===== config.mk =====
export PLATFORM = sky130hd
export DESIGN_NAME = fault_readout
export DESIGN_NICKNAME = d
export VERILOG_FILES = /design/src/fault_readout_pkg.sv /design/src/edge_detect.sv /design/src/fault_readout.sv
export VERILOG_INCLUDE_DIRS = /design/src /design/src/src
export SDC_FILE = /design/constraint.sdc
export NUM_CORES = 1
export LEC_CHECK = 0
export BUFFER_PORTS_ARGS = -buffer_cell sky130_fd_sc_hd__clkbuf_2
export CORE_MARGIN = 1
export CORE_UTILIZATION = 41
export DETAILED_ROUTE_END_ITERATION = 7
export HOLD_SLACK_MARGIN = 0.02
export PLACE_DENSITY = 0.69
export SLEW_MARGIN = 20
export SYNTH_ARGS = -nofsm -noshare
export SYNTH_HDL_FRONTEND = slang
export SYNTH_SLANG_ARGS = --single-unit

===== constraint.sdc =====
create_clock -name clk_i -period 4.25 [get_ports clk_i]
set_input_delay 0.2125 -clock clk_i [delete_from_list [all_inputs] [get_ports clk_i]]
set_output_delay 0.2125 -clock clk_i [all_outputs]
set_load 0.01 [all_outputs]

===== src/fault_readout_regs.svh =====
// constants for the led fault detect and status read-out block
// assumes a 100 MHz system clock that samples the controller lines
`ifndef FAULT_READOUT_REGS_SVH
`define FAULT_READOUT_REGS_SVH
`define CHAN_COUNT        16
`define STATUS_RESET      16'h0000
`define DETECT_SETUP_NS   2000
`define CLK_PERIOD_NS     10
`define DETECT_SETUP_CYC  ((`DETECT_SETUP_NS + `CLK_PERIOD_NS - 1) / `CLK_PERIOD_NS)
`define LOAD_PULSE_NUM    3
`define CODE_FAULT        1'b0
`define CODE_NORMAL       1'b1
`endif


===== src/fault_readout_pkg.sv =====
// types for the led fault detect and status read-out block
// assumes nothing beyond the constants header
package fault_readout_pkg;
    typedef enum logic [1:0] {
        MODE_NORMAL,
        MODE_OPEN,
        MODE_SHORT
    } mode_e;
    typedef struct packed {
        logic shift_clock;
        logic serial_in;
        logic latch_strobe;
        logic drive_enable_n;
    } ctrl_s;
endpackage


===== src/edge_detect.sv =====
// rising and falling edge detector for one controller line
// assumes the input is synchronous to clk_i
`timescale 1ns/1ps
module edge_detect (
    input  wire logic clk_i,
    input  wire logic rst_n_i,
    input  wire logic level_i,
    input  wire logic rise_init_i,
    output logic      rise_o,
    output logic      fall_o
);
    logic last_q;
    logic last_d;
    // previous level only
    always_comb begin
        last_d = level_i;
    end
    always_ff @(posedge clk_i) begin
        if (!rst_n_i) begin
            // follow the pin in reset, so no false edge appears at release
            last_q <= level_i;
        end else begin
            last_q <= last_d;
        end
    end
    assign rise_o = level_i & ~last_q & ~rise_init_i;
    assign fall_o = ~level_i & last_q;
endmodule


===== src/fault_readout.sv =====
// led fault detection and serial status read-out, 16 channels
// assumes controller lines are synchronous to clk_i; a mode select input
// stands for the mode-entry sequence, which is not decoded here
`timescale 1ns/1ps
`include "fault_readout_regs.svh"
module fault_readout #(
    parameter int CHANNELS = `CHAN_COUNT
) (
    input  wire logic                      clk_i,
    input  wire logic                      rst_n_i,
    input  fault_readout_pkg::ctrl_s       ctrl_i,
    input  wire logic                      mode_entry_i,
    input  fault_readout_pkg::mode_e       mode_sel_i,
    input  wire logic [CHANNELS-1:0]       below_open_i,
    input  wire logic [CHANNELS-1:0]       above_short_i,
    output logic                           serial_out_o,
    output logic [CHANNELS-1:0]            drive_on_o,
    output logic                           detect_active_o,
    output logic                           setup_violation_o
);
    localparam int SETUP_CYC = `DETECT_SETUP_CYC;
    // the chain slice needs two bits; the setup counter is twelve bits wide
    if (CHANNELS < 2 || CHANNELS > 64) begin : g_bad_channels
        $error("CHANNELS out of range");
    end
    if (SETUP_CYC < 1 || SETUP_CYC > 4095) begin : g_bad_setup
        $error("setup count does not fit its counter");
    end

    ////////////////////////////////////////////////////////////////////
    logic sck_rise;
    logic sck_fall;
    logic en_rise;
    logic en_fall;
    logic lat_rise;
    edge_detect u_sck (.clk_i(clk_i), .rst_n_i(rst_n_i), .level_i(ctrl_i.shift_clock),
                       .rise_init_i(1'b0), .rise_o(sck_rise), .fall_o(sck_fall));
    edge_detect u_en (.clk_i(clk_i), .rst_n_i(rst_n_i), .level_i(ctrl_i.drive_enable_n),
                      .rise_init_i(1'b0), .rise_o(en_rise), .fall_o(en_fall));
    edge_detect u_lat (.clk_i(clk_i), .rst_n_i(rst_n_i), .level_i(ctrl_i.latch_strobe),
                       .rise_init_i(1'b0), .rise_o(lat_rise), .fall_o());

    ////////////////////////////////////////////////////////////////////
    fault_readout_pkg::mode_e mode_q;
    fault_readout_pkg::mode_e mode_d;
    logic [CHANNELS-1:0]      shift_q;
    logic [CHANNELS-1:0]      shift_d;
    logic [CHANNELS-1:0]      latch_q;
    logic [CHANNELS-1:0]      latch_d;
    logic [1:0]               pulse_q;
    logic [1:0]               pulse_d;
    logic [11:0]              setup_q;
    logic [11:0]              setup_d;
    logic                     viol_q;
    logic                     viol_d;
    logic                     serial_out_q;
    logic                     serial_out_d;
    logic                     detecting;
    logic [CHANNELS-1:0]      status;
    logic [1:0]               pulse_now;

    assign detecting = (mode_q != fault_readout_pkg::MODE_NORMAL) && !ctrl_i.drive_enable_n;

    // an enable fall restarts the count even when a clock rise meets it,
    // otherwise a stale count from an aborted cycle could load too early
    assign pulse_now = en_fall ? 2'd0 : pulse_q;

    // per-channel code, 0 marks a fault
    always_comb begin
        status = {CHANNELS{`CODE_NORMAL}};
        for (int i = 0; i < CHANNELS; i++) begin
            if (mode_q == fault_readout_pkg::MODE_OPEN && below_open_i[i]) begin
                status[i] = `CODE_FAULT;
            end
            if (mode_q == fault_readout_pkg::MODE_SHORT && above_short_i[i]) begin
                status[i] = `CODE_FAULT;
            end
        end
    end

    // mode, chain, latch and detect-cycle counters
    always_comb begin
        mode_d  = mode_q;
        shift_d = shift_q;
        latch_d = latch_q;
        pulse_d = pulse_q;
        setup_d = setup_q;
        viol_d  = viol_q;
        serial_out_d  = serial_out_q;
        if (mode_entry_i) begin
            mode_d = mode_sel_i;
        end
        // strobe is a latch command only outside mode entry
        if (lat_rise && !mode_entry_i) begin
            latch_d = shift_q;
        end
        // count starts at one: the fall is seen a cycle late, as is a clock rise,
        // so the counter then holds the true spacing in clock periods
        if (en_fall) begin
            pulse_d = 2'd0;
            setup_d = 12'd1;
        end else if (detecting && setup_q != 12'(SETUP_CYC)) begin
            setup_d = setup_q + 12'd1;
        end
        if (sck_rise) begin
            if (detecting) begin
                if (pulse_now != 2'd3) begin
                    pulse_d = pulse_now + 2'd1;
                end
                if (pulse_now == 2'(`LOAD_PULSE_NUM - 1)) begin
                    shift_d = status;
                    // third clock too early is flagged
                    viol_d  = (setup_q < 12'(SETUP_CYC));
                end
            end else begin
                // shift out one bit per clock
                // same order as the normal chain
                shift_d = {shift_q[CHANNELS-2:0], ctrl_i.serial_in};
            end
        end
        // serial out updates on a clock fall or an enable rise, msb of chain
        if (sck_fall || en_rise) begin
            serial_out_d = shift_q[CHANNELS-1];
        end
    end

    always_ff @(posedge clk_i) begin
        if (!rst_n_i) begin
            mode_q  <= fault_readout_pkg::MODE_NORMAL;
            shift_q <= CHANNELS'(`STATUS_RESET);
            latch_q <= CHANNELS'(`STATUS_RESET);
            pulse_q <= 2'd0;
            setup_q <= 12'd0;
            viol_q  <= 1'b0;
            serial_out_q  <= 1'b0;
        end else begin
            mode_q  <= mode_d;
            shift_q <= shift_d;
            latch_q <= latch_d;
            pulse_q <= pulse_d;
            setup_q <= setup_d;
            viol_q  <= viol_d;
            serial_out_q  <= serial_out_d;
        end
    end

    ////////////////////////////////////////////////////////////////////
    // outputs drive while enable is low, detect or not
    assign drive_on_o        = ctrl_i.drive_enable_n ? '0 : latch_q;
    assign serial_out_o      = serial_out_q;
    assign detect_active_o   = detecting;
    assign setup_violation_o = viol_q;
endmodule


# [After elaboration in Yosys (flattened, before gate mapping)]
# Index checks and enable logic that the tools add are counted.
[word_totals] output_inout_bits=19 word_cells=115 register_bits=53 input_bits=41
[classes] reduce_logical=43 bitwise=11 eq_ne=6 add_sub_neg=2 mux=41 magnitude_cmp=1
[op_table] operator="16-bit 2-to-1 mux" n=3
[op_table] operator="1-bit logical AND" n=35
[op_table] operator="1-bit 2-to-1 mux" n=34
[op_table] operator="12-bit by 1-bit adder with 12-bit output, second input constant" n=1
[op_table] operator="12-bit by 8-bit < comparator with 1-bit output, second input constant" n=1
[op_table] operator="12-bit by 8-bit inequality test with 1-bit output, second input constant" n=1
[op_table] operator="2-bit 2-to-1 mux" n=4
[op_table] operator="1-bit inverter" n=6
[op_table] operator="1-bit bitwise AND" n=5
[op_table] operator="2-bit equality test, second input constant" n=2
[op_table] operator="2-bit nonzero test" n=2
[op_table] operator="3-bit AND reduction" n=1
[op_table] operator="2-bit by 1-bit adder with 2-bit output, second input constant" n=1
[op_table] operator="2-bit by 1-bit equality test with 1-bit output, second input constant" n=1
[op_table] operator="1-bit zero test" n=2
[op_table] operator="2-bit by 1-bit inequality test with 1-bit output, second input constant" n=1
[op_table] operator="2-bit inequality test, second input constant" n=1
[op_table] operator="2-bit AND reduction" n=1
[op_table] operator="2-bit OR reduction" n=1
[op_table] operator="1-bit logical OR" n=1

# [Longest topological paths before layout]
[depth] word_depth=7 ltp_mapped=7 mapped_depth_nobuf=6

# [Cells and area by module]
# Synthesis repeated with hierarchy kept, for this count alone.
[unflattened] cells_unflattened=314 hier_area_um2=2621.3
[by_module_without_submodules] module="fault_readout" seq_area_each_um2=1001.0 area_per_inst_um2=2497.4 cells_per_inst=305 instances=1
[by_module_without_submodules] module="edge_detect" seq_area_each_um2=20.0 area_per_inst_um2=41.3 cells_per_inst=3 instances=3

# [Least setup slack after synthesis]
# Ideal clock, no wire load.
[synth_path] path_type="register to register" from="register setup_q[8]" to="register setup_q[0]" path_slack_ps=2758 path_buffers=0 synth_period_minus_slack_ps=1492 required_time_ps=4131 arrival_ps=1372 stages_incl_launch_ff=5 setup_time_ps=119 path_cell_list="dfxtp_1 or4_4 o31a_1 xnor2_1 a21oi_1"
[synth_via] elab_chain_cells=3
[synth_lines] element="start: declaration" line="fault_readout.sv:52" text="logic [11:0] setup_q;"
[synth_lines] element="start signal: assignment" line="fault_readout.sv:141" text="setup_q <= setup_d;"
[synth_lines] element="12-bit by 8-bit inequality test with 1-bit output" line="fault_readout.sv:102" text="end else if (detecting && setup_q != 12'(SETUP_CYC)) begin"
[synth_lines] element="1-bit logical AND" line="fault_readout.sv:102"
[synth_lines] element="2-bit nonzero test (no line)"
# No other way between the ends.
# A chain may end at the register's enable or synchronous reset.

# [Worst setup path in the final report]
[layout_path] from="register mode_q[0]" to="register setup_q[11]"
[layout_via] elab_chain_cells=3
[layout_lines] element="start: declaration" line="fault_readout.sv:44" text="fault_readout_pkg::mode_e mode_q;"
[layout_lines] element="start signal: assignment" line="fault_readout.sv:129" text="mode_q <= fault_readout_pkg::MODE_NORMAL;"
[layout_lines] element="start signal: assignment" line="fault_readout.sv:137" text="mode_q <= mode_d;"
[layout_lines] element="2-bit nonzero test" line="fault_readout.sv:62" text="assign detecting = (mode_q != fault_readout_pkg::MODE_NORMAL) && !ctrl_i.drive_enable_n;"
[layout_lines] element="1-bit logical AND" line="fault_readout.sv:62"
[layout_lines] element="1-bit logical AND" line="fault_readout.sv:102"
# No other way between the ends.

==> flow_summary.toml <==
[routing]
dr.pass1.iters = 4
routed_via_density = 5.300
antenna_left = 0
dr_total_vias = 2247
first_iter_violations = 104
drc_errors = 0
drt-total-wl_um = 5813
routedWlPerCell_um = 13.71

[hold_path]
hold_path_class = "input port to flip-flop"
min_from = "ctrl_i[1]"

[logic_synthesis]
synthTopCellsByArea = "dfxtp_1, nand2_1, a21oi_1"
ys_warn_count = 0
synth_largest_area_cell = "dfxtp_1"
synth_area_mm2 = 0.002536
async_flop_share_pct = 0
syn_inst = 301
syn_avg_cell_area_um2 = 8.426
synthDominantCellAreaShare_pct = 41.84
yosysSeqAreaShare_pct = 41.84
ys.flop_type = "dfxtp_1"
syn_nets = 344
synth-edff-count = 0
yosys_register_bits = 53
synth_cell_types = 39

[timing]
fin_tns_setup_ns = 0
period_minus_slack_ns = 2.172
rsz0062_at_grt = "no"
final_hold_viol_count = 0
setup_viol = 0
skew_ns = 0.005386
slew-limit-headroom_pct = 29.99
drv_slew = 0
fin_crit_sh_pct = 51.10
fmax_mhz = 460.4
worst_pin_slew_ns = 1.046
final_critical_path_setup_slack_ns = 2.078

[power]
p_leak_nw = 1.199
pwr-share-clk_pct = 39.2
netSwitchingPower_w = 0.0002317
power_density_mw_per_mm2 = 341.3
swShare_pct = 22.78
fin_total_pwr_w = 0.001017
ir_drop_uv = 152.8
power.internal_w = 0.0007854
power_frac_comb_pct = 9.6
pwr-share-seq_pct = 51.2

[clock_network]
clk_path_buf_depth = 2
clock_latency_ns = 0.31
cts_tree = "done"
post_cts_buffers = 0
clk_pin_slew_worst_paths_ns = 0.09
cts-root-buf = "clkbuf_8"
htree_num_levels = 2
ctsResizeCount = 0
cts_sinks = 53
cts_buffers = 5

[finish]
nets = 391
final_cell_mix = "clkbuf_2, dfxtp_1, nand2_1, a21oi_1, nor2_1"
final_common_cell = "clkbuf_2"
diodes = 0
drive_above_1_share_pct = 24.64
finish.utilization_pct = 50.04
postLayoutCellArea_mm2 = 0.002980
syn2layout_area_growth_pct = 17.51

[placement]
dpl_worst_slack_ns = 2.078
place.gp.congestion = 0.8108
placedInstanceArea_mm2 = 0.002836
dp_hpwl_um = 4121
numPortBuffers = 59

[outcome]
outcome = "completed"

[setup_path]
worst-endpoint-required_ns = 4.49
critPathTopFamily = "flip-flops"
start_kind = "flip-flop"
r2r_cells = 4
cpPeakStageDelay_ns = 0.78
cp.depth = 4
r2r_end = "setup_q[11]"
r2r_slack_ns = 2.08
path_class = "flip-flop to flip-flop"
critPathBufInv = 0
end_kind = "flip-flop"
cp_cell_sequence = "o21ba_1 -> nand3_1 -> or3_1 -> a21oi_1"
cpMaxStageDelayCell = "dfxtp_1"
critPathMaxFanout = 21
critPathArrivalTime_ns = 2.41
cp-endpoint = "setup_q[11]"
worstSetupStartpoint = "mode_q[0]"
rr_startpoint = "mode_q[0]"

[global_route]
track_usage_pct = 19.54
grt_max_degree = 26
grt_pass1_wl_um = 9853
antenna_found_initial = 0
grt_pass1_vias = 2107
grt-ovfl-total = 0

[die]
die_width_um = 80.65
die-area_mm2 = 0.006504
pin_count = 60
fp.dieH_um = 80.65
fp-row-count = 28
core_area_mm2 = 0.005956
start_util_pct = 42.58

[job]
max-cap-violations = 0
worst reg2reg max path: cells and delay by family, from the launching register on:
family	cells	cell delay [ns]
AND/OR/NAND/NOR	2	0.63
flip-flops	1	0.78
AO/OA/AOI/OAI	2	0.71
area by class of cell:
| type | count | area, um2 |
|---|---|---|
| clock inverters | 3 | 65.06 |
| well taps | 75 | 93.84 |
| inverters | 6 | 22.52 |
| flip-flops and latches | 53 | 1061 |
| clock buffers | 5 | 68.82 |
| multi-input cells | 222 | 1364 |
| repair buffers | 60 | 305.3 |
| fillers | 604 | 2975 |
synthesized netlist by cell type (all sizes together) (5+ instances only):
| library cell | number |
|---|---|
| a21oi | 36 |
| a22o | 17 |
| buf | 12 |
| clkbuf | 8 |
| dfxtp | 53 |
| inv | 6 |
| mux2i | 5 |
| nand2 | 51 |
| nand3 | 8 |
| nor2 | 27 |
| nor2b | 19 |
| o221a | 14 |
| xor2 | 6 |
sequential cells by signal, summed over array words and instances (netlist names):
name,cells
pulse_q,2
shift_q,16
setup_violation_o,1
u_lat.last_q,1
serial_out_o,1
latch_q,16
u_sck.last_q,1
mode_q,2
setup_q,12
u_en.last_q,1
through the flow:
stage          instances  hold WS, ns
6_report             424      0.05117
5_1_grt              424      0.03627
4_1_cts              424      0.04296
3_5_place_dp         415       0.3467
3_3_place_gp         415       0.3434
2_1_floorplan        301       0.2402
how the worst min path moves through the flow:
stage | end | slack, ns | cells past startpoint
floorplan | u_en.last_q | 0.24 | 0
global placement | u_sck.last_q | 0.34 | 1
detailed placement | u_sck.last_q | 0.35 | 1
CTS | u_lat.last_q | 0.04 | 1
global route | u_lat.last_q | 0.04 | 1
finish | u_lat.last_q | 0.05 | 1
power by group through the flow:
stage	combinational [W]	clock [W]	sequential, W
6_report	0.0000972	0.000399	0.000521
5_1_grt	0.000109	0.000422	0.000523
4_1_cts	0.0000976	0.000406	0.000521
3_5_place_dp	0.0000964	0	0.000532
3_3_place_gp	0.0000954	0	0.000532
2_1_floorplan	0.0000715	0	0.000524
cells by family (layout without fill, tap and decap cells):
kind of cell             Yosys count  in the layout  share of synthesized area, %
AND/OR/NAND/NOR                  126            126                         24.42
multiplexers                       5              5                         1.973
XOR/XNOR                           7              7                         2.417
adder cells (fa/ha/maj)            2              2                        0.9865
AO/OA/AOI/OAI                     82             82                         23.98
buffers and inverters             26             74                         4.391
flip-flops                        53             53                         41.84
repair_timing:
| action | CTS | global route |
|---|---|---|
| endpoints found under the setup margin | 0 | 0 |
| hold buffers | 1 | 0 |
| endpoints found under the hold margin | 1 | 0 |
routing by layer:
layer	GRT usage, %	wire length (um)	vias to the layer above
met5	0	0	-
met4	7.679	93	0
met3	3.750	242	8
met2	31.61	2675	57
met1	25.40	2802	1024
li1	-	-	1158
Power figures use the tool's default switching activity.
